==> src/shared/lan_cfg_params.svh <==
// Constants for the function's command, status and revision registers.
// Assumes dword-addressed configuration accesses with four byte enables.
`ifndef LAN_CFG_PARAMS_SVH
`define LAN_CFG_PARAMS_SVH

// Dword indices of the configuration window
`define CFG_DWORD_CMD_STS 6'h01
`define CFG_DWORD_REV 6'h02

// Byte lanes inside the command/status and revision dwords
`define BE_CMD_LO 0
`define BE_CMD_HI 1
`define BE_STS_LO 2
`define BE_STS_HI 3
`define BE_REV 0

// Reset values
`define CMD_RESET 16'h0000
`define STS_RESET 16'h0290
`define PM_CAP_RESET 1'b1

// Command bit positions
`define CMD_IO_SPACE 0
`define CMD_MEM_SPACE 1
`define CMD_MASTER 2
`define CMD_WRITE_INV 4
`define CMD_PARITY_RESP 6
`define CMD_SYSERR 8

// Status bit positions
`define STS_CAPABILITY_LIST_PRESENT 4
`define STS_MASTER_PERR 8
`define STS_TA_RECEIVED 12
`define STS_MA_SEEN 13
`define STS_SYSERR 14
`define STS_PERR_DET 15
`define STS_B2B_TARGET 7
`define STS_SEL_TIMING 9
// Status half sits in the upper sixteen bits of its dword
`define STS_LANE_OFS 16

// Hardwired status fields
`define SEL_TIMING_MEDIUM 2'h1
`define B2B_TARGET_CAPABLE 1'h1

// Revision number base; arbitrary neutral value
`define REV_BASE 8'h00
`define REV_LOW_BITS 3

`endif

==> src/shared/lan_cfg_pkg.sv <==
// Types shared by the command/status register bank and its EEPROM latch.
// Constants live in lan_cfg_params.svh.
package lan_cfg_pkg;

	typedef logic [5:0] cfg_dword_t;
	typedef logic [3:0] cfg_be_t;
	typedef logic [31:0] cfg_data_t;
	typedef logic [2:0] rev_low_t;

	typedef struct packed {
		logic syserr_enable;
		logic parity_response;
		logic write_invalidate_enable;
		logic master_enable;
		logic memory_space_enable;
		logic io_space_enable;
		logic parity_error_detected;
		logic syserr_signaled;
		logic master_abort_seen;
		logic target_abort_received;
		logic master_data_parity_error;
		cfg_data_t rdata;
		logic rvalid;
	} regs_state_t;

	typedef struct packed {
		logic pm_capable;
		logic rev_override;
		rev_low_t rev_low;
	} eeprom_state_t;

endpackage

==> src/core/lan_eeprom_latch.sv <==
// Holds the EEPROM-loaded capability flag and revision override bits.
// Assumes the EEPROM loader runs on clk and pulses load_done once per load.
`timescale 1ns/1ps
`default_nettype none
`include "lan_cfg_params.svh"

module lan_eeprom_latch (
	input wire logic clk,
	input wire logic sys_rst,
	input wire logic load_done,
	input wire logic pm_capable_in,
	input wire logic rev_override_in,
	input wire lan_cfg_pkg::rev_low_t rev_low_in,
	output logic pm_capable,
	output logic [7:0] revision
);
	import lan_cfg_pkg::*;

	// Held as a typed constant so its upper bits can be sliced
	localparam logic [7:0] rev_base = `REV_BASE;

	eeprom_state_t state_q;
	eeprom_state_t state_d;

	always_comb begin
		state_d = state_q;
		if (load_done) begin
			state_d.pm_capable = pm_capable_in;
			state_d.rev_override = rev_override_in;
			state_d.rev_low = rev_low_in;
		end
	end

	// Capability reset to one so the status reset value holds before a load
	always_ff @(posedge clk or posedge sys_rst) begin
		if (sys_rst) begin
			state_q <= '{pm_capable: `PM_CAP_RESET, rev_override: 1'b0, rev_low: 3'h0};
		end else begin
			state_q <= state_d;
		end
	end

	assign pm_capable = state_q.pm_capable;
	assign revision = state_q.rev_override ?
		{rev_base[7:`REV_LOW_BITS], state_q.rev_low} : rev_base;

endmodule
`default_nettype wire

==> src/core/lan_cmd_status_regs.sv <==
// Command, status and revision registers of the LAN function's config space.
// Assumes config accesses and bus events all arrive on clk from the PCI engine.
// Notes on behaviour
// - Command register resets to zero; bits 15 to 10 reserved.
// - Fast back-to-back master enable reads zero; never used.
// - System error pin asserted only while the syserr enable bit is set.
// - Wait cycle, palette snoop, special cycle bits read zero; special cycles ignored.
// - Parity response clear: detected parity errors draw no response action.
// - Parity response set: normal parity action and hub parity generation.
// - Write-and-invalidate used only when its enable bit is set.
// - Bus master activity only while master enable is set.
// - Memory accesses claimed only while memory space enable is set.
// - I/O accesses claimed only while I/O space enable is set.
// - Status register resets to 0290h.
// - Error bits 15,14,13,12,8 sticky; cleared only by writing one.
// - Bit 15 set on any detected parity error, whatever parity response.
// - Bit 14 set whenever the system error pin is asserted.
// - Bit 13 set when a master transaction ends in master abort.
// - Bit 12 set when a master transaction receives target abort.
// - Bit 11 reads zero; target abort never signalled.
// - Bits 10 to 9 report medium select timing, 01.
// - Bit 8 set only as master, parity response on, parity error seen.
// - Bit 7 reads one; bits 6 and 5 read zero.
// - Bit 4 follows the EEPROM power-management capability flag.
// - Read-only 8-bit revision, low three bits overridable from EEPROM.
`timescale 1ns/1ps
`default_nettype none
`include "lan_cfg_params.svh"

module lan_cmd_status_regs (
	input wire logic clk,
	input wire logic sys_rst,
	input wire logic cfg_wr,
	input wire logic cfg_rd,
	input wire lan_cfg_pkg::cfg_dword_t cfg_dword,
	input wire lan_cfg_pkg::cfg_be_t cfg_be,
	input wire lan_cfg_pkg::cfg_data_t cfg_wdata,
	output lan_cfg_pkg::cfg_data_t cfg_rdata,
	output logic cfg_rvalid,
	input wire logic eeprom_load_done,
	input wire logic eeprom_pm_capable,
	input wire logic eeprom_rev_override,
	input wire lan_cfg_pkg::rev_low_t eeprom_rev_low,
	input wire logic parity_error_evt,
	input wire logic syserr_request,
	input wire logic master_abort_evt,
	input wire logic target_abort_evt,
	input wire logic master_perr_evt,
	input wire logic master_request,
	input wire logic write_invalidate_request,
	input wire logic mem_hit,
	input wire logic io_hit,
	input wire logic special_cycle_seen,
	output logic syserr_assert,
	output logic parity_action_enable,
	output logic hub_parity_enable,
	output logic use_write_invalidate,
	output logic master_request_ok,
	output logic b2b_master_enable,
	output logic memory_claim,
	output logic io_claim,
	output logic special_cycle_accept,
	output logic target_abort_drive
);
	import lan_cfg_pkg::*;

	regs_state_t state_q;
	regs_state_t state_d;
	logic pm_capable;
	logic [7:0] revision;
	logic [15:0] command_view;
	logic [15:0] status_view;
	logic wr_cmd_sts;
	logic clr_perr_det;
	logic clr_syserr;
	logic clr_ma;
	logic clr_ta;
	logic clr_mperr;

	lan_eeprom_latch u_eeprom_latch (
		.clk(clk),
		.sys_rst(sys_rst),
		.load_done(eeprom_load_done),
		.pm_capable_in(eeprom_pm_capable),
		.rev_override_in(eeprom_rev_override),
		.rev_low_in(eeprom_rev_low),
		.pm_capable(pm_capable),
		.revision(revision)
	);

	// Read views; reserved and hardwired-zero bits are constant zero
	always_comb begin
		command_view = 16'h0000;
		command_view[`CMD_SYSERR] = state_q.syserr_enable;
		command_view[`CMD_PARITY_RESP] = state_q.parity_response;
		command_view[`CMD_WRITE_INV] = state_q.write_invalidate_enable;
		command_view[`CMD_MASTER] = state_q.master_enable;
		command_view[`CMD_MEM_SPACE] = state_q.memory_space_enable;
		command_view[`CMD_IO_SPACE] = state_q.io_space_enable;
	end

	always_comb begin
		status_view = 16'h0000;
		status_view[`STS_PERR_DET] = state_q.parity_error_detected;
		status_view[`STS_SYSERR] = state_q.syserr_signaled;
		status_view[`STS_MA_SEEN] = state_q.master_abort_seen;
		status_view[`STS_TA_RECEIVED] = state_q.target_abort_received;
		status_view[`STS_SEL_TIMING +: 2] = `SEL_TIMING_MEDIUM;
		status_view[`STS_MASTER_PERR] = state_q.master_data_parity_error;
		status_view[`STS_B2B_TARGET] = `B2B_TARGET_CAPABLE;
		status_view[`STS_CAPABILITY_LIST_PRESENT] = pm_capable;
	end

	// Bus-facing gates; these are handshake terms and stay combinational
	assign syserr_assert = syserr_request && state_q.syserr_enable;
	assign parity_action_enable = state_q.parity_response;
	assign hub_parity_enable = state_q.parity_response;
	assign use_write_invalidate = write_invalidate_request && state_q.write_invalidate_enable &&
		state_q.master_enable;
	assign master_request_ok = master_request && state_q.master_enable;
	assign memory_claim = mem_hit && state_q.memory_space_enable;
	assign io_claim = io_hit && state_q.io_space_enable;
	assign b2b_master_enable = 1'b0;
	// Special cycles are dropped whatever the engine reports
	assign special_cycle_accept = special_cycle_seen && 1'b0;
	assign target_abort_drive = 1'b0;

	assign wr_cmd_sts = cfg_wr && (cfg_dword == `CFG_DWORD_CMD_STS);
	// Write-one-to-clear strobes per sticky bit
	assign clr_perr_det = wr_cmd_sts && cfg_be[`BE_STS_HI] &&
		cfg_wdata[`STS_LANE_OFS + `STS_PERR_DET];
	assign clr_syserr = wr_cmd_sts && cfg_be[`BE_STS_HI] &&
		cfg_wdata[`STS_LANE_OFS + `STS_SYSERR];
	assign clr_ma = wr_cmd_sts && cfg_be[`BE_STS_HI] &&
		cfg_wdata[`STS_LANE_OFS + `STS_MA_SEEN];
	assign clr_ta = wr_cmd_sts && cfg_be[`BE_STS_HI] &&
		cfg_wdata[`STS_LANE_OFS + `STS_TA_RECEIVED];
	assign clr_mperr = wr_cmd_sts && cfg_be[`BE_STS_HI] &&
		cfg_wdata[`STS_LANE_OFS + `STS_MASTER_PERR];

	always_comb begin
		state_d = state_q;
		// Command writes; only writable bits are picked out of the data
		if (wr_cmd_sts && cfg_be[`BE_CMD_LO]) begin
			state_d.parity_response = cfg_wdata[`CMD_PARITY_RESP];
			state_d.write_invalidate_enable = cfg_wdata[`CMD_WRITE_INV];
			state_d.master_enable = cfg_wdata[`CMD_MASTER];
			state_d.memory_space_enable = cfg_wdata[`CMD_MEM_SPACE];
			state_d.io_space_enable = cfg_wdata[`CMD_IO_SPACE];
		end
		if (wr_cmd_sts && cfg_be[`BE_CMD_HI]) begin
			state_d.syserr_enable = cfg_wdata[`CMD_SYSERR];
		end
		// Clear first, then set, so an event in the clearing cycle survives
		if (clr_perr_det) begin
			state_d.parity_error_detected = 1'b0;
		end
		if (clr_syserr) begin
			state_d.syserr_signaled = 1'b0;
		end
		if (clr_ma) begin
			state_d.master_abort_seen = 1'b0;
		end
		if (clr_ta) begin
			state_d.target_abort_received = 1'b0;
		end
		if (clr_mperr) begin
			state_d.master_data_parity_error = 1'b0;
		end
		if (parity_error_evt) begin
			state_d.parity_error_detected = 1'b1;
		end
		if (syserr_assert) begin
			state_d.syserr_signaled = 1'b1;
		end
		if (master_abort_evt) begin
			state_d.master_abort_seen = 1'b1;
		end
		if (target_abort_evt) begin
			state_d.target_abort_received = 1'b1;
		end
		// Only counts while acting as master with parity response on
		if (master_perr_evt && state_q.master_enable && state_q.parity_response) begin
			state_d.master_data_parity_error = 1'b1;
		end
		// Registered read data, one cycle after the request
		state_d.rvalid = cfg_rd;
		if (cfg_rd) begin
			unique case (cfg_dword)
				`CFG_DWORD_CMD_STS: state_d.rdata = {status_view, command_view};
				`CFG_DWORD_REV: state_d.rdata = {24'h000000, revision};
				default: state_d.rdata = 32'h00000000;
			endcase
		end
	end

	// Reset values of command 0000h and status 0290h; fixed bits come from views
	always_ff @(posedge clk or posedge sys_rst) begin
		if (sys_rst) begin
			state_q <= '0;
		end else begin
			state_q <= state_d;
		end
	end

	assign cfg_rdata = state_q.rdata;
	assign cfg_rvalid = state_q.rvalid;
endmodule
`default_nettype wire

==> config.mk <==
export PLATFORM = sky130hd
export DESIGN_NAME = lan_cmd_status_regs
export DESIGN_NICKNAME = d
export VERILOG_FILES = /design/src/shared/lan_cfg_pkg.sv /design/src/core/lan_eeprom_latch.sv /design/src/core/lan_cmd_status_regs.sv
export VERILOG_INCLUDE_DIRS = /design/src /design/src/shared
export SDC_FILE = /design/constraint.sdc
export NUM_CORES = 1
export LEC_CHECK = 0
export BUFFER_PORTS_ARGS = -buffer_cell sky130_fd_sc_hd__buf_2
export CAP_MARGIN = 10
export CORE_MARGIN = 2
export CORE_UTILIZATION = 25
export CTS_CLUSTER_SIZE = 28
export DETAILED_ROUTE_END_ITERATION = 7
export SYNTH_ARGS = -nofsm -noshare
export SYNTH_HDL_FRONTEND = slang
export SYNTH_SLANG_ARGS = --single-unit
==> constraint.sdc <==
create_clock -name clk -period 0.9 [get_ports clk]
set_input_delay 0.09 -clock clk [delete_from_list [all_inputs] [get_ports clk]]
set_output_delay 0.09 -clock clk [all_outputs]
set_load 0.02 [all_outputs]
# Word level (Yosys, flattened, before mapping)
# Index checks and enable logic that the tools add are counted.
# totals
regBits	49
input_bits	62
output_inout_bits	43
wordCells	52
# op_classes
n_eq_ne	2
mux	12
reduce_logical	22
# op_table
operator	count
$pmux 32 s2	1
$logic_and 1x1->1	17
$mux 1	10
$reduce_bool 2->1	5
$eq 6x1->1 const B	1
$eq 6x2->1 const B	1
$mux 3	1

# Depth between registers and ports, before layout
# Gate-level depths: netlist of the first run.
# logic_depth
depth_word	6
mapped_depth	4
mapped_depth_nobuf	4

# Cells and area by module
# Synthesis of the first run repeated with hierarchy kept, for this count alone.
# unflattened
hier_cells	175
area_unflattened_um2	1752.9
# by_module_without_submodules
mod	n_inst	cells_each	area_each_um2	seq_area_each_um2
lan_cmd_status_regs	1	155	1506.4	700.7
lan_eeprom_latch	1	20	246.5	126.4

# Worst setup path after synthesis of the first run
# No wires, ideal clock.
# synth_timing
path_kind	in2reg
from	input port cfg_dword[5]
to	register state_q, in the netlist command_view[0]
setup_ns	0.125
arrival_time_ns	1.318
required_ns	0.775
path_slack_ns	-0.543
path_stages	3
path_buffers	0
path_cell_list	or4_4 > nor3_4 > mux2_4
# synth_via
elab_chain_cells	3
# synth_lines
element	line	text
start, declared	lan_cmd_status_regs.sv:35	input wire lan_cfg_pkg::cfg_dword_t cfg_dword,
$eq 6x1->1	-	
$logic_and 1x1->1	lan_cmd_status_regs.sv:128	assign wr_cmd_sts = cfg_wr && (cfg_dword == `CFG_DWORD_CMD_STS);
$logic_and 1x1->1	lan_cmd_status_regs.sv:144	if (wr_cmd_sts && cfg_be[`BE_CMD_LO]) begin
end signal, assigned	lan_cmd_status_regs.sv:202	state_q <= state_d;
end, declared	lan_cmd_status_regs.sv:67	regs_state_t state_q;
# No other way between the ends.
# A chain may end at the register's enable or synchronous reset.

# Worst setup path after layout of the first run
# layout_timing
from	input port cfg_dword[5]
to	register state_q, in the netlist hub_parity_enable
# The elaborated chain is that of the path after synthesis.

==> impl_metrics.toml, run 1 <==
[worst_setup_path]
reg2reg_depth = 3
worstPathCellList = "buf_6 -> or4_4 -> nor3_4 -> buf_12 -> mux2_4"
critPathLaunchType = "input port"
reg2reg_slack_ns = -0.10
end_kind = "flip-flop"
max_stage_delay_ns = 0.56
cp_data_required_time_ns = 1.06
arrival_ns = 1.35
critical_path_class = "input port to flip-flop"
r2r_start = "u_eeprom_latch.state_q[3]"
critPathSlowestCell = "or4_4"
r2r_end = "cfg_rdata[1]"
path_max_fanout = 5

[clocking]
cts_inserted_buffers = 5
cts_root_buffer = "clkbuf_8"
cts.path.max_buffers = 2
path_clk_slew_ns = 0.06
cts_tree = "yes"
cts.sinks = 30
h-tree-depth = 2
clk_latency_ns = 0.27

[yosys]
synth-seq-area-share_pct = 48.6
netlist.area_leader.share_pct = 46.9
synth_area_leaders = "dfrtp_1 (47%), buf_4 (17%), o2bb2ai_1 (5.1%)"
yosysWarnings = 0
synth_seq_cells = 30
synthCells = 141
synth_cell_types = 27
syn_area_per_cell_sq_um = 11.0
netlist_area_sq_um = 1550
synth_area_leader_cell = "dfrtp_1"

[timing]
rsz0062_at_grt = "true"
finalHoldViolCount = 0
period_needed_ns = 1.20
finalSetupViolCount = 24
hold_slack_ns = 0.00922
drv_slew = 0
setup_ws_ns = -0.295
fin_crit_sh_pct = 133
fmax_mhz = 837
tns_ns = -4.22
finalClockSkew_ns = 0.00229

[grt]
grt_pass1_wl_microns = 5840
overflow = 0
grtUsageTotal_pct = 11.7
antenna_found_initial = 0
grt_max_degree = 31
grt_pass1_vias = 1201

[place]
io_buffer_count = 60
dp_hpwl_microns = 2700
dp_worst_setup_slack_ns = -0.625
gp_congestion = 0.715

[cells_and_area]
area_delta_synth_final_pct = 59.0
layout.nets = 294
antenna_cells = 0
nFillCells = 598
drive_gt1_share_pct = 58.4
fin_util_pct = 41.3
layout_commonest_cell = "buf_2"
final_cell_mix = "buf_2 (36), buf_4 (32), dfrtp_1 (27), buf_6 (27), conb_1 (21)"

[die]
core_area_sq_um = 5960
die-area_sq_um = 6840
die-height_microns = 82.7
io_pins = 105
start_util_pct = 26.0
rows = 28
die_w_microns = 82.7

[detailed_routing]
vias = 1254
totalWireLength_microns = 3920
drc = 0
first_iter_violations = 43
drt_pass1_iterations = 4
routedWlPerCell_microns = 12.7
vias_per_cell = 4.07
ant_nets = 0

[pwr]
power.density_nw_per_um2 = 1290
power_frac_seq_pct = 46.4
intPower_mw = 2.33
p_sw_share_pct = 26.7
switchingPower_uw = 850
worst_ir_drop_vdd_mv = 0.625
clkPwrFrac_pct = 35.0
combPwrFrac_pct = 18.6
power_mw = 3.18
p_leak_nw = 1.26

[run_status]
status = "complete, but fails checks"
violations = "negative setup slack"

[run]
cap_violations = 0

[worst_hold_path]
min_path_type = "input port to flip-flop"
worstHoldStart = "cfg_wdata[28]"
min_to = "state_q[34]"
hold_path_depth = 2
[Yosys cell counts]
| library cell | number |
|---|---|
| a21o_1 | 1 |
| a221o_1 | 3 |
| a31oi_1 | 4 |
| and2_1 | 3 |
| and3_1 | 1 |
| buf_4 | 36 |
| clkbuf_1 | 2 |
| conb_1 | 1 |
| dfrtp_1 | 29 |
| dfstp_2 | 1 |
| inv_1 | 7 |
| mux2_2 | 6 |
| mux2_4 | 5 |
| nand2_1 | 14 |
| nand2b_1 | 1 |
| nand3_1 | 1 |
| nand4_1 | 1 |
| nor2_1 | 4 |
| nor2b_1 | 4 |
| nor3_1 | 2 |
| nor3_4 | 1 |
| nor4_1 | 1 |
| nor4_2 | 1 |
| o21a_1 | 1 |
| o21ai_0 | 1 |
| o2bb2ai_1 | 9 |
| or4_4 | 1 |
[how the worst max path moves through the flow]
stage / startpoint / endpoint / slack [ns] / cells past startpoint
after floorplan: cfg_dword[5] / command_view[0] / -0.47 / 3
after global placement: cfg_dword[5] / hub_parity_enable / -0.59 / 5
after detailed placement: cfg_dword[5] / command_view[4] / -0.62 / 5
after CTS: cfg_dword[5] / command_view[4] / -0.29 / 5
after global routing: cfg_dword[5] / cfg_rdata[2] / -0.32 / 5
final: cfg_dword[5] / hub_parity_enable / -0.30 / 5
[final cells by class]
type	instances	area, sq um	area share, %
Clock buffer	7	86.3	3.51
Clock inverter	1	5.00	0.203
Inverter	7	26.3	1.07
Multi-Input combinational cell	86	676	27.5
Sequential cell	30	754	30.7
Tap cell	75	93.8	3.81
Timing Repair Buffer	102	820	33.3
[metrics by stage]
step           instance area (sq um)  std cells
2_1_floorplan                   1630        161
3_3_place_gp                    1880        272
3_5_place_dp                    1880        272
4_1_cts                         2270        299
5_1_grt                         2460        308
6_report                        2460        308
[sequential cells by signal (all words and copies together) (netlist names)]
register and flops:
state_q 5, cfg_rvalid 1, u_eeprom_latch.pm_capable 1, hub_parity_enable 1, u_eeprom_latch.state_q 4, cfg_rdata 13
command_view 5
[critical path: cells and delay by family]
family	cells	cell delay [ns]
and+or+nand+nor	2	0.73
muxes	1	0.29
buffers and inverters	2	0.24
[what timing repair did]
item	in CTS	in global routing
hold buffers	4	0
gates resized for setup	45	26
pin swaps	3	8
endpoints found under the hold margin	32	0
setup buffers	15	8
endpoints found under the setup margin	35	45
cloned	0	1
[power groups by stage]
stage	Combinational (mW)	Clock (mW)	Sequential [mW]
after floorplan	0.331	0	1.49
after global placement	0.431	0	1.50
after detailed placement	0.441	0	1.50
after CTS	0.534	1.16	1.47
after global routing	0.648	1.26	1.48
final	0.593	1.11	1.47
[routing by layer]
layer	global-route usage [%]	routed length (microns)
met1	14.6	1680
met2	19.9	1990
met3	3.37	226
met4	2.95	18
met5	0	0
[cells by family (layout without fill, tap and decap cells)]
family / after synthesis / count (layout) / synth area share [%]
muxes: 11 / 11 / 9.22
other: 1 / 21 / 0.242
DFF: 30 / 30 / 48.6
AOI/OAI and AO/OA: 19 / 19 / 9.94
buffers and inverters: 45 / 117 / 19.6
and+or+nand+nor: 35 / 35 / 12.4
Note: power is estimated with default switching activity, not from simulation.
==> run 2: changes to the inputs <==
--- a/config.mk
+++ b/config.mk
@@ -12,6 +12,7 @@
 export CORE_UTILIZATION = 25
 export CTS_CLUSTER_SIZE = 28
 export DETAILED_ROUTE_END_ITERATION = 7
+export SETUP_SLACK_MARGIN = 0.15
 export SYNTH_ARGS = -nofsm -noshare
 export SYNTH_HDL_FRONTEND = slang
 export SYNTH_SLANG_ARGS = --single-unit
==> run 2 against run 1 <==
The flow still finishes with violations (negative setup slack). Cell area is 1.1% higher. Critical path depth is the same. Fmax decreased by 0.92%. Via count hardly changed. Combinational power increased by 3%. Final cell count down 1.3%. Flip-flop and latch count unchanged. Sequential share of layout area decreased by 0.37 points.
==> impl_metrics.toml, run 2 (synthesized netlist as in run 1, its figures left out) <==
[run_status]
status = "complete, but fails checks"
violations = "negative setup slack"

[grt]
grt_max_degree = 31
grtUsageTotal_pct = 11.1
grt_pass1_wl_microns = 5560
use_met2_pct = 19.2
antenna_found_initial = 0
grtUsageMet1_pct = 13.6
overflow = 0
grt-busiest-layer = "met2"
met3_usage_pct = 2.50
grt_pass1_vias = 1157

[pwr]
combPwrFrac_pct = 19.6
worst_ir_drop_vdd_mv = 0.520
clkPwrFrac_pct = 33.3
power_mw = 3.12
intPower_mw = 2.32
p_sw_share_pct = 25.8
p_leak_nw = 1.25
switchingPower_uw = 806
power_frac_seq_pct = 47.1
power.density_nw_per_um2 = 1260

[timing]
period_needed_ns = 1.21
setup_ws_ns = -0.306
finalClockSkew_ns = 0.00485
finalSetupViolCount = 25
finalHoldViolCount = 0
fin_crit_sh_pct = 134
rsz0062_at_grt = "true"
fmax_mhz = 829
drv_slew = 0

[detailed_routing]
ant_nets = 0
vias_per_cell = 4.12
drt_pass1_iterations = 5
vias = 1253
drc = 0
totalWireLength_microns = 3860
first_iter_violations = 30
routedWlPerCell_microns = 12.7

[run]
cap_violations = 0

[worst_setup_path]
cp_data_required_time_ns = 1.06
max_stage_delay_ns = 0.57
reg2reg_slack_ns = -0.11
critical_path_class = "input port to flip-flop"
critPathSlowestCell = "or4_4"
r2r_end = "cfg_rdata[2]"
r2r_start = "command_view[2]"
crit_family = "simple AND/OR/NAND/NOR gates"
worstPathCellList = "buf_6 -> or4_4 -> nor3_4 -> buf_12 -> mux2_4"
reg2reg_depth = 2
end_kind = "flip-flop"
arrival_ns = 1.36
path_buf_inv = 2
critPathLaunchType = "input port"
path_max_fanout = 5

[cells_and_area]
final_cell_mix = "buf_2 (35), buf_6 (32), dfrtp_1 (28), buf_4 (26), conb_1 (21)"
largest_reg_flops = 13
fin_area_sq_um = 2490
multi_input_area_sq_um = 721
regArea_sq_um = 753
fin_util_pct = 41.8
layout.nets = 292
area_delta_synth_final_pct = 60.7
layout_commonest_cell = "buf_2"
antenna_cells = 0
drive_gt1_share_pct = 60.3
nFillCells = 614

[die]
rows = 28
start_util_pct = 26.0
core_area_sq_um = 5960
die-area_sq_um = 6840
die_w_microns = 82.7
die-height_microns = 82.7
io_pins = 105

[place]
dp_worst_setup_slack_ns = -0.617
dpl-instance-area_sq_um = 1900
io_buffer_count = 60
gp_congestion = 0.669
dp_hpwl_microns = 2700

[clocking]
cts_root_buffer = "clkbuf_8"
h-tree-depth = 2
cts_inserted_buffers = 5
cts_tree = "yes"
clk_latency_ns = 0.27
path_clk_slew_ns = 0.06
cts.path.max_buffers = 2
cts.sinks = 30

[worst_hold_path]
min_path_type = "input port to flip-flop"
hold_path_depth = 2
worstHoldStart = "cfg_wdata[31]"
min_to = "state_q[37]"
==> run 2: cell types whose count changed in the layout (fill, tap and decap cells not counted), moves of 3 or more <==
cell | before | now
o2bb2ai_2 | 4 | 9
mux2_2 | 6 | 1
buf_6 | 27 | 32
mux2_4 | 5 | 10
o2bb2ai_1 | 3 | 0
buf_4 | 32 | 26
==> run 2: cell type report <==
cell class	instances	area share (%)
timing repair buffer	99	32.6
sequential	30	30.3
multi-input combinational	87	29.0
tap	75	3.77
clock buffer	6	3.32
inverter	7	1.06
==> run 2: worst max-delay path by stage <==
stage | from | to | slack [ns] | depth (start not counted)
detailed placement | cfg_dword[5] | command_view[0] | -0.62 | 5
global route | cfg_dword[5] | command_view[4] | -0.33 | 5
global placement | cfg_dword[5] | hub_parity_enable | -0.59 | 5
finish | cfg_dword[5] | command_view[4] | -0.31 | 5
CTS | cfg_dword[5] | command_view[4] | -0.30 | 5
floorplan | cfg_dword[5] | command_view[0] | -0.47 | 3
==> run 2: timing repair <==
action	4_1_cts	5_1_grt
resized for setup	59	23
hold endpoints to repair	32	0
setup endpoints to repair	46	50
cloned	0	1
pin swaps	4	13
hold buffers	4	0
buffers inserted	16	3
==> run 2: power by group through the flow <==
stage | clock network [mW] | registers, mW | logic, mW
2_1_floorplan | 0 | 1.49 | 0.333
3_3_place_gp | 0 | 1.49 | 0.449
3_5_place_dp | 0 | 1.50 | 0.456
4_1_cts | 1.09 | 1.47 | 0.569
5_1_grt | 1.14 | 1.48 | 0.666
6_report | 1.04 | 1.47 | 0.612
==> run 2: per-layer routing <==
metal | part of all wire, % | vias to the layer above
li1 | - | 605
met1 | 42 | 598
met2 | 51 | 48
met3 | 5.8 | 2
met4 | 0.88 | 0
met5 | 0 | -
==> run 2: through the flow <==
| step | setup TNS, ns | hold slack [ns] | instances |
|---|---|---|---|
| floorplan | -5.55 | 0.121 | 161 |
| global placement | -9.56 | 0.137 | 274 |
| detailed placement | -10.31 | 0.137 | 274 |
| CTS | -4.75 | 0.00443 | 300 |
| global route | -5.60 | 0.0125 | 304 |
| finish | -4.61 | 0.0143 | 304 |
==> run 3: changes to the inputs <==
--- a/config.mk
+++ b/config.mk
@@ -8,11 +8,12 @@
 export LEC_CHECK = 0
 export BUFFER_PORTS_ARGS = -buffer_cell sky130_fd_sc_hd__buf_2
 export CAP_MARGIN = 10
-export CORE_MARGIN = 2
+export CORE_MARGIN = 4
 export CORE_UTILIZATION = 25
 export CTS_CLUSTER_SIZE = 28
 export DETAILED_ROUTE_END_ITERATION = 7
 export SETUP_SLACK_MARGIN = 0.15
+export SLEW_MARGIN = 40
 export SYNTH_ARGS = -nofsm -noshare
 export SYNTH_HDL_FRONTEND = slang
 export SYNTH_SLANG_ARGS = --single-unit
==> run 3 against run 2 <==
The flow still finishes with violations (negative setup slack). Via count fell by 1.4%. Flip-flop and latch count stayed put. Non-clock buffer count increased by 2. Cell area down 0.70%. Final cell count grew 1.3%. Power increased by 2.0%. Clock power grew 7%. Hold slack better by 0.025 ns. Core utilization down 0.29 points. Highest routed layer unchanged.
==> impl_metrics.toml, run 3 (synthesized netlist as in run 1, its figures left out) <==
[run_status]
status = "complete, but fails checks"
violations = "negative setup slack"

[worst_setup_path]
end_kind = "flip-flop"
cp_data_required_time_ns = 1.06
path_max_fanout = 5
reg2reg_depth = 2
critPathLaunchType = "input port"
worstPathCellList = "buf_6 -> or4_4 -> nor3_4 -> buf_12 -> mux2_4"
cp.depth = 5
arrival_ns = 1.34
crit_family = "simple AND/OR/NAND/NOR gates"
critPathSlowestCell = "or4_4"
path_buf_inv = 2
max_stage_delay_ns = 0.55
critical_path_class = "input port to flip-flop"

[timing]
rsz0062_at_grt = "true"
finalHoldViolCount = 0
drv_slew = 0
fmax_mhz = 846
setup_ws_ns = -0.282
period_needed_ns = 1.18
fin_crit_sh_pct = 131
finalSetupViolCount = 25
finalClockSkew_ns = 0.00285

[cells_and_area]
final_cell_mix = "buf_2 (38), dfrtp_1 (29), buf_4 (29), buf_6 (28), conb_1 (21)"
drive_gt1_share_pct = 58.4
area_delta_synth_final_pct = 59.6
layout_commonest_cell = "buf_2"
antenna_cells = 0
fin_area_sq_um = 2470
layout.nets = 294
largest_reg_flops = 13

[place]
io_buffer_count = 60
dp_hpwl_microns = 2930
gp_congestion = 0.728
dpl-instance-area_sq_um = 1880
dp_worst_setup_slack_ns = -0.612

[grt]
grt_pass1_vias = 1241
met3_usage_pct = 4.56
grtUsageTotal_pct = 11.3
use_met2_pct = 18.8
overflow = 0
antenna_found_initial = 0
grt_max_degree = 21
grt-busiest-layer = "met2"
grtUsageMet1_pct = 13.3
grt_pass1_wl_microns = 6340

[worst_hold_path]
hold_path_depth = 2
min_path_type = "input port to flip-flop"

[detailed_routing]
ant_nets = 0
first_iter_violations = 13
drt_pass1_iterations = 3
routedWlPerCell_microns = 13.3
drc = 0
vias = 1236
vias_per_cell = 4.01
totalWireLength_microns = 4080

[die]
die-area_sq_um = 7510
start_util_pct = 26.0
core_area_sq_um = 5960
die_w_microns = 86.7
io_pins = 105
die-height_microns = 86.7
rows = 28

[pwr]
power.density_nw_per_um2 = 1290
switchingPower_uw = 855
p_sw_share_pct = 26.8
intPower_mw = 2.33
p_leak_nw = 1.26
combPwrFrac_pct = 18.9
power_frac_seq_pct = 46.2
worst_ir_drop_vdd_mv = 0.647
clkPwrFrac_pct = 34.9

[clocking]
cts_root_buffer = "clkbuf_8"
cts_inserted_buffers = 5
path_clk_slew_ns = 0.06
cts_tree = "yes"
clk_latency_ns = 0.27
cts.path.max_buffers = 2
cts.sinks = 30
h-tree-depth = 2

[run]
cap_violations = 0
==> run 3: changes by cell type in the layout (fill, tap and decap cells not counted), sizes merged <==
| cell | change |
|---|---|
| clkinv | +1 |
| clkbuf | +1 |
| dlygate4sd3 | +1 |
| buf | +1 |
==> run 3: worst reg2reg max path, cell delays in order (launching register included) <==
cell     delay (ns)
dfrtp_1        0.42
buf_4          0.16
a221o_1        0.30
==> run 3: metrics by stage <==
step	hold slack, ns	cells	utilization, %	TNS [ns]	total power [mW]
detailed placement	0.116	273	31.6	-9.69	1.94
global placement	0.115	273	31.6	-9.41	1.94
CTS	0.0290	304	40.5	-4.08	3.20
finish	0.0395	308	41.5	-3.84	3.19
global route	0.0302	308	41.5	-5.43	3.34
floorplan	0.121	161	-	-5.55	1.82
==> run 3: path summary, 6_finish.rpt <==
path                       slack, ns                         to                 startpoint
setup / recovery               -0.28          hub_parity_enable               cfg_dword[5]
hold / removal                  0.04            command_view[2]               cfg_wdata[2]
setup reg to reg               -0.09               cfg_rdata[2]            command_view[2]
hold reg to reg                 0.51               cfg_rdata[2]  u_eeprom_latch.state_q[2]
max in group asynchronous       0.27            command_view[4]                    sys_rst
min in group asynchronous       0.36  u_eeprom_latch.state_q[3]                    sys_rst
==> run 3: power by group through the flow <==
stage | sequential [mW] | combinational, mW | clock (mW)
detailed placement | 1.50 | 0.447 | 0
floorplan | 1.49 | 0.333 | 0
global route | 1.48 | 0.654 | 1.20
finish | 1.47 | 0.601 | 1.11
CTS | 1.47 | 0.585 | 1.14
global placement | 1.50 | 0.441 | 0
==> run 3: timing repair <==
item / CTS / global route
hold buffers: 5 / 0
pin swaps: 14 / 6
hold endpoints to repair: 33 / 0
buffers inserted: 17 / 4
endpoints found under the setup margin: 46 / 50
resized for setup: 64 / 7
gates cloned: 1 / 0
==> run 3: layout make-up <==
type,instances,area [sq um]
Timing Repair Buffer,101,793
Fill cell,607,3490
Inverter,7,26.3
Sequential cell,30,752
Clock inverter,1,5.00
Multi-Input combinational cell,87,713
Tap cell,75,93.8
Clock buffer,7,86.3
==> run 3: layer usage <==
layer  vias to the layer above  wire length [microns]
met2                        46                   2030
li1                        611                      -
met4                         0                     56
met3                         5                    343
met1                       574                   1650
met5                         -                      0
